===== config.mk =====
export PLATFORM = sky130hd
export DESIGN_NAME = cssq_top
export DESIGN_NICKNAME = d
export VERILOG_FILES = /design/src/pkg/cssq_pkg.sv /design/src/cssq_top.sv /design/src/cssq_sync.sv
export VERILOG_INCLUDE_DIRS = /design/src /design/src/pkg
export SDC_FILE = /design/constraint.sdc
export NUM_CORES = 1
export LEC_CHECK = 0
export ABC_AREA = 1
export BUFFER_PORTS_ARGS = -buffer_cell sky130_fd_sc_hd__buf_4
export CAP_MARGIN = 20
export CORE_MARGIN = 2
export CORE_UTILIZATION = 51
export DETAILED_ROUTE_END_ITERATION = 10
export GPL_TIMING_DRIVEN = 1
export PLACE_DENSITY = 0.81
export SLEW_MARGIN = 10
export SYNTH_ARGS = -nofsm -noshare
export SYNTH_HDL_FRONTEND = slang
export SYNTH_SLANG_ARGS = --single-unit

===== constraint.sdc =====
create_clock -name mclk_in -period 2.3 [get_ports mclk_in]
set_input_delay 0.23 -clock mclk_in [delete_from_list [all_inputs] [get_ports mclk_in]]
set_output_delay 0.23 -clock mclk_in [all_outputs]
set_load 0.005 [all_outputs]

===== src/pkg/cssq_regs.svh =====
/*
  Register map, field positions, reset values and timing counts of the
  converter subsystem reset sequencer.
  Assumes inclusion by bare name from the design files.
*/
`ifndef CSSQ_REGS_SVH
`define CSSQ_REGS_SVH

// Decode window on the subsystem bridge port
`define CSSQ_WIN_BASE      32'h0000_e000
`define CSSQ_WIN_MASK      32'hffff_ff00
`define CSSQ_OFS_MASK      32'h0000_00ff

// Word offsets inside the window
`define CSSQ_OFS_SEQ_CTRL  8'h00
`define CSSQ_OFS_MANUAL    8'h04
`define CSSQ_OFS_SEQ_STAT  8'h08
`define CSSQ_OFS_FAB_STAT  8'h10
`define CSSQ_OFS_FAB_CTRL  8'h14

// Sequencer control fields
`define CSSQ_CTRL_SWRST    0
`define CSSQ_CTRL_OVRD     1

// Manual reset output bit order, also used in the sequencer status word
`define CSSQ_RST_PLL       0
`define CSSQ_RST_PHY       1
`define CSSQ_RST_TXCFG     2
`define CSSQ_RST_TXLINK    3
`define CSSQ_RST_TXFRAME   4
`define CSSQ_RST_RXCFG     5
`define CSSQ_RST_RXLINK    6
`define CSSQ_RST_RXFRAME   7
`define CSSQ_RST_ALL       8'hff
`define CSSQ_RST_W         8

// Sequencer status fields
`define CSSQ_STAT_STATE_LSB 8
`define CSSQ_STAT_MANUAL    24
`define CSSQ_STAT_HWCAUSE   25

// Fabric status and control word layout
`define CSSQ_FST_PLL       0
`define CSSQ_FST_LINK_LSB  1
`define CSSQ_FST_PER_LINK  3
`define CSSQ_FCT_LOOPBACK  0

// Reset values
`define CSSQ_RST_CTRL      2'h0
`define CSSQ_RST_FCT       1'h0
`define CSSQ_ZERO_WORD     32'h0000_0000

// Dwell between two releases, in ns, and clock period in ps
`define CSSQ_STEP_NS       40
`define CSSQ_CLK_PS        5000
`define CSSQ_STEP_CYC      ((`CSSQ_STEP_NS * 1000) / `CSSQ_CLK_PS)
`define CSSQ_CNT_W         8

`endif


===== src/pkg/cssq_pkg.sv =====
/*
  Types of the converter subsystem reset sequencer.
  Assumes nothing beyond a SystemVerilog compiler.
*/
package cssq_pkg;

  // Release order, one-hot
  typedef enum logic [11:0] {
    CSSQ_ST_HOLD    = 12'h001,
    CSSQ_ST_PLL     = 12'h002,
    CSSQ_ST_PHY     = 12'h004,
    CSSQ_ST_TXWAIT  = 12'h008,
    CSSQ_ST_TXCFG   = 12'h010,
    CSSQ_ST_TXLINK  = 12'h020,
    CSSQ_ST_RXWAIT  = 12'h040,
    CSSQ_ST_RXCFG   = 12'h080,
    CSSQ_ST_RXLINK  = 12'h100,
    CSSQ_ST_DONE    = 12'h200,
    CSSQ_ST_MANUAL  = 12'h400,
    CSSQ_ST_SWHOLD  = 12'h800
  } cssq_state_t;

endpackage


===== src/cssq_top.sv =====
/*
  Reset sequencer of a dual serial converter-link subsystem, with the
  fabric status word and control word seen by the soft processor.
  Assumes a simple word bus from the subsystem bridge (address, read and
  write strobes, one-cycle read answer) on mclk_in, and qualifiers and
  fabric status arriving asynchronously.
*/
`timescale 1ns/1ps
`include "cssq_regs.svh"

// Functional notes
// - Hardware reset always runs the built-in release order, no software.
// - Software reset runs built-in order or lets software release outputs itself.
// - PHY reset held until core PLL lock qualifier is true.
// - TX config, link, frame releases wait for TX ready, in that order.
// - RX config, link, frame releases wait for RX ready, after TX chain.
// - PHY reset output feeds both link cores' PHY via reset controller.
// - Config resets clear the link cores' register banks, apart from datapath.
// - Link resets cover link core base logic and transport link side.
// - Frame resets cover transport frame side and pattern generators, checkers.
// - Registers decode in a 256-byte window on the bridge port.
// - One read-only 32-bit status word and one 32-bit control word.
// - Status bit 0 PLL locked, bit 1 link 0 TX ready, bit 2 RX ready.
// - Status bit 3 is link 0 checker data error.
// - Bits 4 to 31 repeat the triplet per further link, else zero.
// - Control bit 0 enables RX serial loopback on both cores; rest reserved.
module cssq_top #(
  parameter int LINKS = 2   // Link instances present, 1 to 10
) (
  input  wire logic             mclk_in,              // 200 MHz system clock
  input  wire logic             resetn_in,            // Synchronous reset, low
  input  wire logic             hardware_reset_button_n_in, // Push button, low pressed
  input  wire logic             pll_locked_qualifier_in,    // Core PLL locked
  input  wire logic             tx_ready_qualifier_in,      // TX transceiver ready
  input  wire logic             rx_ready_qualifier_in,      // RX transceiver ready
  input  wire logic [LINKS-1:0] link_tx_ready_in,     // Per link TX ready
  input  wire logic [LINKS-1:0] link_rx_ready_in,     // Per link RX ready
  input  wire logic [LINKS-1:0] link_chk_err_in,      // Per link checker error
  input  wire logic [31:0]      bus_addr_in,          // Bridge byte address
  input  wire logic             bus_write_in,         // Write strobe
  input  wire logic             bus_read_in,          // Read strobe
  input  wire logic [31:0]      bus_wdata_in,         // Write data
  output logic      [31:0]      bus_rdata_out,        // Read data
  output logic                  bus_rdvalid_out,      // Read answer pulse
  output logic                  core_pll_reset_out,   // Core PLL reset, high
  output logic                  phy_reset_out,        // PHY reset, high
  output logic                  tx_cfg_reset_out,     // TX register bank reset
  output logic                  tx_link_reset_out,    // TX link reset
  output logic                  tx_frame_reset_out,   // TX frame reset
  output logic                  rx_cfg_reset_out,     // RX register bank reset
  output logic                  rx_link_reset_out,    // RX link reset
  output logic                  rx_frame_reset_out,   // RX frame reset
  output logic      [31:0]      fabric_control_out,   // Control word to fabric
  output logic                  rx_loopback_en_out    // RX serial loopback enable
);

  localparam int STAT_W = `CSSQ_FST_LINK_LSB + `CSSQ_FST_PER_LINK * LINKS;
  localparam logic [`CSSQ_CNT_W-1:0] STEP_CYC =
    (`CSSQ_STEP_CYC < 1) ? `CSSQ_CNT_W'(1) : `CSSQ_CNT_W'(`CSSQ_STEP_CYC);

  // Word offset inside the window, or no hit
  function automatic logic win_hit(input logic [31:0] addr);
    win_hit = ((addr & `CSSQ_WIN_MASK) == `CSSQ_WIN_BASE);
  endfunction

  function automatic logic [7:0] win_ofs(input logic [31:0] addr);
    win_ofs = 8'(addr & `CSSQ_OFS_MASK);
  endfunction

  // Synchronised pins
  logic                button_n_s;
  logic [2:0]          qual_s;
  logic [STAT_W-1:0]   stat_raw;
  logic [STAT_W-1:0]   stat_s;
  logic                pll_ok;
  logic                tx_ok;
  logic                rx_ok;

  cssq_sync #(
    .WIDTH     (1),
    .RESET_VAL (1'b1)
  ) u_sync_button (
    .mclk_in   (mclk_in),
    .resetn_in (resetn_in),
    .async_in  (hardware_reset_button_n_in),
    .sync_out  (button_n_s)
  );

  cssq_sync #(
    .WIDTH     (3),
    .RESET_VAL (3'h0)
  ) u_sync_qual (
    .mclk_in   (mclk_in),
    .resetn_in (resetn_in),
    .async_in  ({rx_ready_qualifier_in, tx_ready_qualifier_in,
                 pll_locked_qualifier_in}),
    .sync_out  (qual_s)
  );

  assign stat_raw[`CSSQ_FST_PLL] = pll_locked_qualifier_in;

  genvar gi;
  generate
    for (gi = 0; gi < LINKS; gi++) begin : g_link
      assign stat_raw[`CSSQ_FST_LINK_LSB + `CSSQ_FST_PER_LINK * gi]     = link_tx_ready_in[gi];
      assign stat_raw[`CSSQ_FST_LINK_LSB + `CSSQ_FST_PER_LINK * gi + 1] = link_rx_ready_in[gi];
      assign stat_raw[`CSSQ_FST_LINK_LSB + `CSSQ_FST_PER_LINK * gi + 2] = link_chk_err_in[gi];
    end
  endgenerate

  cssq_sync #(
    .WIDTH     (STAT_W),
    .RESET_VAL ('0)
  ) u_sync_stat (
    .mclk_in   (mclk_in),
    .resetn_in (resetn_in),
    .async_in  (stat_raw),
    .sync_out  (stat_s)
  );

  assign pll_ok = qual_s[0];
  assign tx_ok  = qual_s[1];
  assign rx_ok  = qual_s[2];

  // Register bus decode
  logic       hit;
  logic [7:0] ofs;
  logic       wr_ctrl;
  logic       wr_manual;
  logic       wr_fct;

  assign hit       = win_hit(bus_addr_in);
  assign ofs       = win_ofs(bus_addr_in);
  assign wr_ctrl   = bus_write_in && hit && (ofs == `CSSQ_OFS_SEQ_CTRL);
  assign wr_manual = bus_write_in && hit && (ofs == `CSSQ_OFS_MANUAL);
  assign wr_fct    = bus_write_in && hit && (ofs == `CSSQ_OFS_FAB_CTRL);

  // Software reset request and override choice
  logic [1:0] ctrl_q;

  always_ff @(posedge mclk_in) begin
    if (!resetn_in) begin
      ctrl_q <= `CSSQ_RST_CTRL;
    end else if (wr_ctrl) begin
      ctrl_q <= {bus_wdata_in[`CSSQ_CTRL_OVRD], bus_wdata_in[`CSSQ_CTRL_SWRST]};
    end
  end

  logic [`CSSQ_RST_W-1:0] manual_q;

  always_ff @(posedge mclk_in) begin
    if (!resetn_in) begin
      manual_q <= `CSSQ_RST_ALL;
    end else if (wr_manual) begin
      manual_q <= bus_wdata_in[`CSSQ_RST_W-1:0];
    end
  end

  // Only loopback bit stored; reserved bits read zero
  logic fct_q;

  always_ff @(posedge mclk_in) begin
    if (!resetn_in) begin
      fct_q <= `CSSQ_RST_FCT;
    end else if (wr_fct) begin
      fct_q <= bus_wdata_in[`CSSQ_FCT_LOOPBACK];
    end
  end

  // Global reset sources
  logic hw_rst;
  logic sw_rst;
  logic hw_cause_q;

  assign hw_rst = !button_n_s;
  assign sw_rst = ctrl_q[`CSSQ_CTRL_SWRST];

  // Remember hardware origin so release ignores override
  always_ff @(posedge mclk_in) begin
    if (!resetn_in) begin
      hw_cause_q <= 1'b1;
    end else if (hw_rst) begin
      hw_cause_q <= 1'b1;
    end else if (sw_rst) begin
      hw_cause_q <= 1'b0;
    end
  end

  // Release state machine
  cssq_pkg::cssq_state_t  state_q;
  cssq_pkg::cssq_state_t  state_d;
  logic [`CSSQ_CNT_W-1:0] dwell_q;
  logic                   dwell_done;

  assign dwell_done = (dwell_q == '0);

  always_comb begin
    state_d = state_q;
    case (state_q)
      cssq_pkg::CSSQ_ST_HOLD: begin
        if (dwell_done) begin
          state_d = cssq_pkg::CSSQ_ST_PLL;
        end
      end
      cssq_pkg::CSSQ_ST_PLL: begin
        if (dwell_done && pll_ok) begin
          state_d = cssq_pkg::CSSQ_ST_PHY;
        end
      end
      cssq_pkg::CSSQ_ST_PHY: begin
        if (dwell_done) begin
          state_d = cssq_pkg::CSSQ_ST_TXWAIT;
        end
      end
      // TX chain waits for TX ready
      cssq_pkg::CSSQ_ST_TXWAIT: begin
        if (dwell_done && tx_ok) begin
          state_d = cssq_pkg::CSSQ_ST_TXCFG;
        end
      end
      cssq_pkg::CSSQ_ST_TXCFG: begin
        if (dwell_done) begin
          state_d = cssq_pkg::CSSQ_ST_TXLINK;
        end
      end
      cssq_pkg::CSSQ_ST_TXLINK: begin
        if (dwell_done) begin
          state_d = cssq_pkg::CSSQ_ST_RXWAIT;
        end
      end
      // RX chain after TX, waits for RX ready
      cssq_pkg::CSSQ_ST_RXWAIT: begin
        if (dwell_done && rx_ok) begin
          state_d = cssq_pkg::CSSQ_ST_RXCFG;
        end
      end
      cssq_pkg::CSSQ_ST_RXCFG: begin
        if (dwell_done) begin
          state_d = cssq_pkg::CSSQ_ST_RXLINK;
        end
      end
      cssq_pkg::CSSQ_ST_RXLINK: begin
        if (dwell_done) begin
          state_d = cssq_pkg::CSSQ_ST_DONE;
        end
      end
      cssq_pkg::CSSQ_ST_DONE: begin
        state_d = cssq_pkg::CSSQ_ST_DONE;
      end
      cssq_pkg::CSSQ_ST_MANUAL: begin
        state_d = cssq_pkg::CSSQ_ST_MANUAL;
      end
      // Software release: override or built-in order
      cssq_pkg::CSSQ_ST_SWHOLD: begin
        if (ctrl_q[`CSSQ_CTRL_OVRD]) begin
          state_d = cssq_pkg::CSSQ_ST_MANUAL;
        end else if (dwell_done) begin
          state_d = cssq_pkg::CSSQ_ST_PLL;
        end
      end
      default: begin
        state_d = cssq_pkg::CSSQ_ST_HOLD;
      end
    endcase
    if (hw_rst || sw_rst) begin
      state_d = cssq_pkg::CSSQ_ST_HOLD;
    end else if (state_q == cssq_pkg::CSSQ_ST_HOLD && !hw_cause_q && dwell_q == STEP_CYC) begin
      state_d = cssq_pkg::CSSQ_ST_SWHOLD;
    end
  end

  always_ff @(posedge mclk_in) begin
    if (!resetn_in) begin
      state_q <= cssq_pkg::CSSQ_ST_HOLD;
    end else begin
      state_q <= state_d;
    end
  end

  always_ff @(posedge mclk_in) begin
    if (!resetn_in) begin
      dwell_q <= STEP_CYC;
    end else if (state_d != state_q || hw_rst || sw_rst) begin
      dwell_q <= STEP_CYC;
    end else if (!dwell_done) begin
      dwell_q <= dwell_q - `CSSQ_CNT_W'(1);
    end
  end

  // Reset pattern per state, bit set means asserted
  logic [`CSSQ_RST_W-1:0] rst_d;

  always_comb begin
    rst_d = `CSSQ_RST_ALL;
    case (state_d)
      cssq_pkg::CSSQ_ST_HOLD:   rst_d = `CSSQ_RST_ALL;
      cssq_pkg::CSSQ_ST_SWHOLD: rst_d = `CSSQ_RST_ALL;
      cssq_pkg::CSSQ_ST_PLL:    rst_d = 8'hfe;
      cssq_pkg::CSSQ_ST_PHY:    rst_d = 8'hfc;
      cssq_pkg::CSSQ_ST_TXWAIT: rst_d = 8'hfc;
      cssq_pkg::CSSQ_ST_TXCFG:  rst_d = 8'hf8;
      cssq_pkg::CSSQ_ST_TXLINK: rst_d = 8'hf0;
      cssq_pkg::CSSQ_ST_RXWAIT: rst_d = 8'he0;
      cssq_pkg::CSSQ_ST_RXCFG:  rst_d = 8'hc0;
      cssq_pkg::CSSQ_ST_RXLINK: rst_d = 8'h80;
      cssq_pkg::CSSQ_ST_DONE:   rst_d = 8'h00;
      cssq_pkg::CSSQ_ST_MANUAL: rst_d = manual_q;
      default:                  rst_d = `CSSQ_RST_ALL;
    endcase
  end

  always_ff @(posedge mclk_in) begin
    if (!resetn_in) begin
      core_pll_reset_out <= 1'b1;
      phy_reset_out      <= 1'b1;
      tx_cfg_reset_out   <= 1'b1;
      tx_link_reset_out  <= 1'b1;
      tx_frame_reset_out <= 1'b1;
      rx_cfg_reset_out   <= 1'b1;
      rx_link_reset_out  <= 1'b1;
      rx_frame_reset_out <= 1'b1;
    end else begin
      core_pll_reset_out <= rst_d[`CSSQ_RST_PLL];
      phy_reset_out      <= rst_d[`CSSQ_RST_PHY];
      tx_cfg_reset_out   <= rst_d[`CSSQ_RST_TXCFG];
      tx_link_reset_out  <= rst_d[`CSSQ_RST_TXLINK];
      tx_frame_reset_out <= rst_d[`CSSQ_RST_TXFRAME];
      rx_cfg_reset_out   <= rst_d[`CSSQ_RST_RXCFG];
      rx_link_reset_out  <= rst_d[`CSSQ_RST_RXLINK];
      rx_frame_reset_out <= rst_d[`CSSQ_RST_RXFRAME];
    end
  end

  always_ff @(posedge mclk_in) begin
    if (!resetn_in) begin
      rx_loopback_en_out <= 1'b0;
      fabric_control_out <= `CSSQ_ZERO_WORD;
    end else begin
      rx_loopback_en_out <= fct_q;
      fabric_control_out <= {31'h0000_0000, fct_q};
    end
  end

  // Window decode, read answer one cycle later
  logic [31:0] rd_word;
  logic [7:0]  cur_rst;

  assign cur_rst = {rx_frame_reset_out, rx_link_reset_out, rx_cfg_reset_out,
                    tx_frame_reset_out, tx_link_reset_out, tx_cfg_reset_out,
                    phy_reset_out, core_pll_reset_out};

  always_comb begin
    rd_word = `CSSQ_ZERO_WORD;
    if (hit) begin
      case (ofs)
        `CSSQ_OFS_SEQ_CTRL: rd_word[1:0] = ctrl_q;
        `CSSQ_OFS_MANUAL:   rd_word[`CSSQ_RST_W-1:0] = manual_q;
        `CSSQ_OFS_SEQ_STAT: begin
          rd_word[`CSSQ_RST_W-1:0] = cur_rst;
          rd_word[`CSSQ_STAT_STATE_LSB +: 12] = state_q;
          rd_word[`CSSQ_STAT_MANUAL]  = (state_q == cssq_pkg::CSSQ_ST_MANUAL);
          rd_word[`CSSQ_STAT_HWCAUSE] = hw_cause_q;
        end
        `CSSQ_OFS_FAB_STAT: rd_word[STAT_W-1:0] = stat_s;
        `CSSQ_OFS_FAB_CTRL: rd_word[`CSSQ_FCT_LOOPBACK] = fct_q;
        default:            rd_word = `CSSQ_ZERO_WORD;
      endcase
    end
  end

  always_ff @(posedge mclk_in) begin
    if (!resetn_in) begin
      bus_rdata_out   <= `CSSQ_ZERO_WORD;
      bus_rdvalid_out <= 1'b0;
    end else begin
      bus_rdvalid_out <= bus_read_in;
      bus_rdata_out   <= bus_read_in ? rd_word : `CSSQ_ZERO_WORD;
    end
  end

endmodule


===== src/cssq_sync.sv =====
/*
  Two-flop level synchroniser, vector wide.
  Assumes each bit is an independent quasi-static level.
*/
`timescale 1ns/1ps
module cssq_sync #(
  parameter int             WIDTH     = 1,
  parameter logic [WIDTH-1:0] RESET_VAL = '0
) (
  input  wire logic             mclk_in,   // System clock
  input  wire logic             resetn_in, // Synchronous reset, low
  input  wire logic [WIDTH-1:0] async_in,  // Level from another domain
  output logic      [WIDTH-1:0] sync_out   // Level in mclk domain
);

  logic [WIDTH-1:0] meta_q;

  always_ff @(posedge mclk_in) begin
    if (!resetn_in) begin
      meta_q   <= RESET_VAL;
      sync_out <= RESET_VAL;
    end else begin
      meta_q   <= async_in;
      sync_out <= meta_q;
    end
  end

endmodule


Word level (Yosys, flattened, before mapping). Index checks and enable logic that the tools add are counted.

Eq/ne operators: 29. Muxes and demuxes: 18. Bitwise gates (word level): 1. Reductions and logical operators: 22. $add $sub $neg: 1.

Operator list (count): $mux W12 (12); $pmux W12 S12 (1); $pmux W8 S9 (1); $eq A12 B10 Y1 const B (2); $eq A12 B11 Y1 const B (2); $eq A12 B2 Y1 const B (2); $eq A12 B3 Y1 const B (2); $eq A12 B4 Y1 const B (2); $eq A12 B5 Y1 const B (2); $eq A12 B6 Y1 const B (2); $eq A12 B7 Y1 const B (2); $eq A12 B8 Y1 const B (2); $eq A12 B9 Y1 const B (2); $eq A24 B8 Y1 const B (1); $eq A8 B4 Y1 const B (2); $eq A8 B5 Y1 const B (2); $logic_not A8 Y1 (2); $pmux W5 S3 (1); $eq A12 B1 Y1 const B (1); $eq A12 B12 Y1 const B (1); $ne A12 B12 Y1 (1); $logic_and A1 B1 Y1 (9); $eq A8 B3 Y1 const B (1); $sub A8 B1 Y8 const B (1); 10 further kinds (15).

Flip-flop bits (word level): 127.

Longest topological paths before layout. Gate-level depths: netlist of run 1.

Word-level depth: 10. Depth in mapped cells: 17. Mapped depth without buffers: 17.

Cells and area by module. From an unflattened synthesis of run 1, not the netlist that was laid out.

Cell total of the unflattened synthesis: 629. Area total of the unflattened synthesis: 4478.0 um2.

Modules (own cells, without submodules): cssq_top (area each 3861.2 um2, times used 1, cells each 562); cssq_sync (u_sync_stat) (area each 396.6 um2, times used 1, cells each 43); cssq_sync (u_sync_qual) (area each 165.2 um2, times used 1, cells each 18); cssq_sync (u_sync_button) (area each 55.1 um2, times used 1, cells each 6).

Worst setup path after synthesis of run 1. No wires, ideal clock.

Path type: register to register. From: reg dwell_q[0]. To: reg rx_cfg_reset_out. Arrival: 1.807 ns. Cell stages (with the launch flop): 18. Data required time: 2.172 ns. Setup slack: 0.366 ns. Setup time: 0.128 ns. Cell sequence: dfxtp_1 > inv_1 > ha_1 > nand2_2 > nor2_4 > nand2_1 > inv_1 > nor2_1 > inv_1 > nand3_1 > nor2_1 > nor2_2 > o21ai_1 > inv_2 > nor2_2 > nand3_1 > nor2_2 > nand3_1.

Word-level cells in the longest chain between the ends: 9. Elaborated cells between the ends (all ways): 31. Classes of those cells: eq/ne: 11; mux: 14; reduce/logical: 6.

Ends and longest elaborated chain: from (decl) (line cssq_top.sv:192) `` logic [`CSSQ_CNT_W-1:0] dwell_q; ``; from (signal assigned) (line cssq_top.sv:286) `` dwell_q <= dwell_q - `CSSQ_CNT_W'(1); ``; $logic_not A8 Y1 (line cssq_top.sv:195) `assign dwell_done = (dwell_q == '0);`; $mux W12 (tied with other cells) (line cssq_top.sv:201, cssq_top.sv:257); $mux W12 (on tied branches); $pmux W12 S12 (line cssq_top.sv:199) `case (state_q)`; $mux W12 * (line cssq_top.sv:267) `end else if (state_q == cssq_pkg::CSSQ_ST_HOLD && !hw_cause_q && dwell_q == STEP_CYC) begin`; $mux W12 * (line cssq_top.sv:265) `if (hw_rst || sw_rst) begin`; $eq A12 B4 Y1 or $eq A12 B3 Y1 (tied branches) (line cssq_top.sv:295) `case (state_d)`; $reduce_or A2 Y1 (no source line); $pmux W8 S9 * (line cssq_top.sv:295); to (signal assigned) (line cssq_top.sv:328) `` rx_cfg_reset_out <= rst_d[`CSSQ_RST_RXCFG]; ``; to (decl) (line cssq_top.sv:50) `output logic rx_cfg_reset_out,`.

Mark *: on every way between the ends. The rest lies on a longest branch, timed or not. A chain may end at the register's enable or synchronous reset.

Worst setup path in the final report of run 1.
From: reg dwell_q[1]. To: reg dwell_q[2].

Word-level cells in the longest chain between the ends: 10. Elaborated cells between the ends (all ways): 24. Classes of those cells: add/sub: 1; eq/ne: 2; mux: 13; reduce/logical: 8.

Ends and longest elaborated chain: $logic_not A8 Y1 (line cssq_top.sv:195); $mux W12 (tied with other cells) (line cssq_top.sv:201, cssq_top.sv:257); $mux W12 (on tied branches); $pmux W12 S12 (line cssq_top.sv:199); $mux W12 (line cssq_top.sv:267); $mux W12 (line cssq_top.sv:265); $ne A12 B12 Y1 (line cssq_top.sv:283) `end else if (state_d != state_q || hw_rst || sw_rst) begin`; $logic_or A1 B1 Y1 (2 in a row) (line cssq_top.sv:283); $reduce_or A2 Y1 (no source line).

Several ways; a longest one is shown, not always the timed one.

==> flow_summary.toml, run 1 <==
[cts]
cts_tree = "done"
clock-sinks = 84
numCtsBuffers = 9
clockBufferDepth = 2
cts_root_buffer = "clkbuf_8"
hold_buffers = 0
clkTransAtPathRegs_ns = 0.10
clk_latency_ns = 0.37
htree_levels = 3

[power]
p_sw_mw = 1.84
p_comb_share_pct = 41.8
p_int_mw = 2.81
power.share.sequential_pct = 35.7
sw_frac_of_total_pct = 39.6
ir_worst_vdd_v = 0.000472
clkPwrFrac_pct = 22.6
power_density_nw_per_um2 = 824
p_leak_nw = 2.72

[logic_synthesis]
yosys.area.top_type = "dfxtp_1"
synth_seq_area_share_pct = 37.9
synth_cells = 624
avgSynthCellArea_sq_um = 7.11
synth.distinct_cells = 49
ys_top_cells_by_area = "dfxtp_1 38%, nand2_1 12%, buf_4 7.1%"
synthArstFlopShare_pct = 0
synth_top_area_share_pct = 37.9
ys.flop_type = "dfxtp_1"
ys_ff_latch = 84
ys_warn_count = 0
syn_area_sq_um = 4440
synth_edf_count = 0

[timing]
skew_ns = 0.00884
finalSetupViolCount = 0
hold_ws_ns = 0.0351
drv_slew = 0
fin_crit_ns = 2.24
max_clock_freq_mhz = 446
hold_violations = 0
rsz0062_at_grt = "true"
maxSlewHeadroom_pct = 57.5
period_share_pct = 97.4
max_slew.worst_pin.slew_ns = 0.637
setup_slack_ns = 0.0595

[grt]
grt_use_total_pct = 24.1
gr-total-overflow = 0
grt_max_degree = 32
antenna_found_initial = 0
grt_pass1_wl_um = 18900
grt_pass1_vias = 4027

[run_status]
outcome = "finished clean"

[setup_path]
cp.depth = 14
path_buf_inv = 3
crit_chain = "inv_2 > ha_4 > nand2_4 > nor2_4 > buf_12 > buf_8 > nor2_2 > o22ai_1 > nand2_1 > xor2_1 > nand3b_1 > nor2_2 > nand3_4 > nor2_2"
end_kind = "flop"
cp.required_ns = 2.60
critical_path_class = "reg2reg"
crit_fanout = 7
max_stage_delay_ns = 0.33
slowest_stage = "dfxtp_2"
crit_top_cell = "nor2_2"
path_delay_family = "simple AND/OR/NAND/NOR gates"
worstPathArrival_ns = 2.54
reg2reg_depth = 14
worstSetupStartpointType = "flop"

[die]
coreArea_sq_um = 8590
placementRows = 34
dieArea_sq_um = 9460
initial_utilization_pct = 51.6
io_pins = 152
die_h_um = 97.3
die_x_um = 97.3

[finish]
drive_gt1_share_pct = 31.5
final_cell_mix = "141 x nand2_1, 118 x buf_4, 69 x dfxtp_1"
syn2layout_area_growth_pct = 27.4
fin_nets = 824
utilization_pct = 65.7
antenna_cells = 0
final_common_cell = "nand2_1"

[route]
firstDrtPassIters = 6
viasPerCell = 5.07
drtIter0Drc = 310
wl_um = 11600
num_vias = 4346
drcViolationCount = 0
antenna_left = 0
wl_per_cell_um = 13.5

[placed_design]
place_ws_ns = 0.00376
place_hpwl_um = 8830
finalWeightedCongestion = 0.977
io_buffers = 86

[worst_hold_path]
hold_depth = 3
hp-class = "in2reg"

[run]
drv_cap = 0
sequential cells by signal (all words and copies together) (netlist names), 2 cells and up:
name,cells
bus_rdata_out,22
ctrl_q,2
u_sync_qual.meta_q,2
dwell_q,8
u_sync_qual.sync_out,2
manual_q,8
u_sync_stat.sync_out,7
state_q,12
u_sync_stat.meta_q,7
kinds of logic after synthesis:
logic type	synth area share [%]
buf+inv	15.0
xor+xnor	1.38
simple gates	36.3
flops	37.9
compound gates	8.77
fa+ha+maj	0.564
other cells	0.0845
path summary, 6_finish.rpt:
| kind | slack [ns] | from | end |
|---|---|---|---|
| setup / recovery | 0.06 | dwell_q[1]$_SDFFE_PP0P_ | dwell_q[2]$_SDFFE_PP0P_ |
| hold / removal | 0.04 | link_tx_ready_in[0] | u_sync_stat.meta_q[1]$_SDFF_PN0_ |
| setup reg to reg | 0.06 | dwell_q[1]$_SDFFE_PP0P_ | dwell_q[2]$_SDFFE_PP0P_ |
| hold reg to reg | 0.42 | u_sync_qual.meta_q[1]$_SDFF_PN0_ | u_sync_qual.sync_out[1]$_SDFF_PN0_ |
worst min-delay path, delay by kind of cell:
family / cells / cell delay (ns)
buffers and inverters: 2 / 0.11
and+or+nand+nor: 1 / 0.04
per-layer routing:
| metal | share of wire, % | GRT usage [%] |
|---|---|---|
| met1 | 43 | 32.2 |
| met2 | 48 | 39.8 |
| met3 | 6.2 | 4.32 |
| met4 | 2.1 | 7.59 |
| met5 | 0 | 0 |
metrics by stage:
| step | setup TNS (ns) | total power, mW | std cells | area, sq um |
|---|---|---|---|---|
| 2_1_floorplan | 0 | 2.84 | 664 | 4590 |
| 3_3_place_gp | 0 | 3.25 | 830 | 5170 |
| 3_5_place_dp | 0 | 3.27 | 830 | 5170 |
| 4_1_cts | 0 | 4.34 | 847 | 5400 |
| 5_1_grt | -0.229 | 4.92 | 857 | 5650 |
| 6_report | 0 | 4.65 | 857 | 5650 |
power groups by stage:
stage          registers [mW]  logic, mW  clock network (mW)
3_3_place_gp             1.68       1.57                   0
3_5_place_dp             1.68       1.59                   0
4_1_cts                  1.65       1.62                1.07
6_report                 1.66       1.95                1.05
5_1_grt                  1.67       2.11                1.14
2_1_floorplan            1.66       1.18                   0
cells in the mapped netlist (2+ instances only):
library cell and n:
nand3_4 2, o22ai_1 4, o32ai_1 2, nand3_1 50, a31oi_1 7, clkinv_1 4, buf_4 42, a221oi_1 2
o21ai_0 10, nand4_1 10, nor4_1 5, o21ai_1 5, dfxtp_1 84, inv_4 2, clkbuf_1 7, nor2_1 75
xor2_1 6, nand3b_1 2, ha_1 2, o21ai_2 2, nor3_1 8, a21boi_0 2, nor2_4 6, a21oi_1 10
a211oi_1 5, inv_1 62, o211ai_1 3, nand3_2 6, inv_2 9, nand2_1 142, nand2_2 11, nor2_2 19
or2_2 2
timing repair:
action,4_1_cts,5_1_grt
setup endpoints to repair,8,17
setup buffers,1,9
cloned,0,1
resized for setup,0,53
pin swaps,1,19
layout make-up:
class	instances	area, sq um
flip-flops and latches	84	1710
fillers	766	2940
well taps	108	135
inverters	77	297
multi-input cells	451	2360
repair buffers	121	946
clock inverters	7	76.3
clock buffers	9	124
Power figures use the tool's default switching activity.
==> inputs of run 2 (changes only) <==
Settings changed: ABC_AREA 1 to default, CORE_UTILIZATION 51 to 50, CTS_CLUSTER_SIZE from default to 10, PLACE_DENSITY 0.81 to 0.8.
==> flow_summary.toml, run 2 <==
[logic_synthesis]
ys_ff_latch = 84
ys_top_cells_by_area = "dfxtp_1 40%, buf_4 7.4%, and2_1 5.2%"
synth_commonest_cells = "84 x dfxtp_1, 42 x buf_4, 35 x and2_1, 35 x nand2_1, 34 x nor2_1"
syn_area_sq_um = 4240
synth_cells = 495
synth.most_common_cell = "dfxtp_1"
synth.distinct_cells = 68
synth_top_area_share_pct = 39.6
synthArstFlopShare_pct = 0
avgSynthCellArea_sq_um = 8.57
synth_seq_area_share_pct = 39.6
ys_warn_count = 0
ys.flop_type = "dfxtp_1"
synth_edf_count = 0
yosys.area.top_type = "dfxtp_1"

[cts]
clk_latency_ns = 0.35
cts_root_buffer = "clkbuf_8"
hold_buffers = 0
clock-sinks = 84
clockBufferDepth = 2
clkTransAtPathRegs_ns = 0.09
numCtsBuffers = 9
cts_tree = "done"
htree_levels = 3

[finish]
regMostFlops = "bus_rdata_out"
drive_gt1_share_pct = 38.5
fin_nets = 742
utilization_pct = 73.1
syn2layout_area_growth_pct = 41.6
reg.largest.list = "bus_rdata_out x22, state_q x12"
final_cell_mix = "180 x buf_4, 80 x dfxtp_1, 41 x conb_1"
final_common_cell = "buf_4"
antenna_cells = 0
largest_register_ffs = 22

[timing]
setup_tns_ns = -5.98
max_clock_freq_mhz = 370
skew_ns = 0.00845
setup_slack_ns = -0.401
period_share_pct = 117
drv_slew = 0
maxSlewHeadroom_pct = 55.3
max_slew.worst_pin.slew_ns = 0.662
finalSetupViolCount = 21
rsz0062_at_grt = "true"
fin_crit_ns = 2.70
hold_violations = 0

[grt]
grt_pass1_wl_um = 19800
grt_use_total_pct = 28.3
gr-total-overflow = 0
grt_max_degree = 39
antenna_found_initial = 0
grt_pass1_vias = 3962

[setup_path]
reg2reg_depth = 8
max_stage_delay_ns = 0.58
reg2reg_from = "state_q[11]$_SDFF_PN0_"
worstPathArrival_ns = 2.95
crit_chain = "or4_4 > or4_4 > a211o_1 > buf_6 > nand4_1 > a21oi_1 > nand4b_1 > nand3b_1"
critical_path_class = "reg2reg"
r2r-end = "dwell_q[3]$_SDFFE_PP1P_"
cp-startpoint = "state_q[11]$_SDFF_PN0_"
crit_fanout = 6
cp.required_ns = 2.55
slowest_stage = "or4_4"
end_kind = "flop"
crit_top_cell = "or4_4"
r2r_setup_slack_ns = -0.40
worstSetupStartpointType = "flop"

[route]
num_vias = 4369
drtIter0Drc = 290
wl_per_cell_um = 17.6
viasPerCell = 5.66
drcViolationCount = 0
antenna_left = 0
wl_um = 13600
firstDrtPassIters = 5

[power]
p_leak_nw = 2.69
total_power_mw = 5.31
p_int_mw = 3.44
ir_worst_vdd_v = 0.000585
p_sw_mw = 1.87
p_comb_share_pct = 46.1
sw_frac_of_total_pct = 35.2
power_density_nw_per_um2 = 883
clkPwrFrac_pct = 22.8
power.share.sequential_pct = 31.1

[die]
die_x_um = 96.1
die_h_um = 96.1
placementRows = 33
io_pins = 152
initial_utilization_pct = 51.6
dieArea_sq_um = 9240
coreArea_sq_um = 8220

[placed_design]
place_ws_ns = -0.446
finalWeightedCongestion = 1.01
io_buffers = 86
place_hpwl_um = 9780

[worst_hold_path]
min_from = "hardware_reset_button_n_in"
hp-class = "in2reg"
min_to = "u_sync_button.meta_q$_SDFF_PN1_"
hold_depth = 2

[run_status]
violations = "setup timing"
outcome = "complete, but fails checks"

[run]
drv_cap = 0
-- run 2: stage by stage --
stage | area, sq um | std cells | hold WS, ns
5_1_grt | 6010 | 772 | 0.0437
4_1_cts | 5870 | 767 | 0.0452
3_3_place_gp | 5480 | 749 | 0.393
3_5_place_dp | 5480 | 749 | 0.403
2_1_floorplan | 4430 | 535 | 0.331
6_report | 6010 | 772 | 0.0526
-- run 2: worst max-delay path: cells and delay by family, from the launching register on --
family,cells,cell delay (ns)
flops,1,0.32
compound gates,2,0.42
simple gates,5,1.72
buf+inv,1,0.14
-- run 2: power groups by stage --
stage                     combinational [mW]  clock, mW  sequential [mW]
after detailed placement                1.96          0             1.67
after CTS                               2.19       1.22             1.65
after global routing                    2.62       1.28             1.66
final                                   2.45       1.21             1.65
after floorplan                         1.07          0             1.68
after global placement                  1.93          0             1.67
-- run 2: per-layer routing --
layer | up-vias | share of wire [%] | track usage (%)
li1 | 2031 | - | -
met1 | 2032 | 39 | 36.6
met2 | 258 | 47 | 46.1
met3 | 48 | 9.9 | 5.48
met4 | 0 | 3.7 | 11.8
met5 | - | 0 | 0
-- run 2: cell type report --
cell class	count	area, sq um
Clock buffer	9	124
Inverter	10	37.5
Timing Repair Buffer	185	1410
Tap cell	105	131
Fill cell	646	2210
Clock inverter	7	104
Multi-Input combinational cell	372	2510
Sequential cell	84	1690
-- run 2: how the worst max path moves through the flow --
stage                                    endpoint  cells past startpoint  slack [ns]
finish                    dwell_q[3]$_SDFFE_PP1P_                      8       -0.40
CTS                       dwell_q[3]$_SDFFE_PP1P_                      8       -0.42
global placement      tx_cfg_reset_out$_SDFF_PN1_                      8       -0.36
global route              dwell_q[3]$_SDFFE_PP1P_                      8       -0.49
detailed placement    tx_cfg_reset_out$_SDFF_PN1_                      8       -0.45
floorplan           rx_frame_reset_out$_SDFF_PN1_                      9       -0.46
-- run 2: cells by family (layout without fill, tap and decap cells) --
logic type	Yosys count	after routing	share of synthesized area, %
AND/OR/NAND/NOR	217	217	28.3
AO/OA/AOI/OAI	89	89	15.0
flip-flops	84	84	39.6
buffers and inverters	79	211	11.0
multiplexers	12	12	3.13
XOR/XNOR	11	11	2.27
adder cells (fa/ha/maj)	2	2	0.590
other	1	41	0.0884
-- run 2: timing repair --
item / CTS / global route
pin swaps: 11 / 12
setup buffers: 2 / 5
resized for setup: 29 / 26
endpoints found under the setup margin: 25 / 25
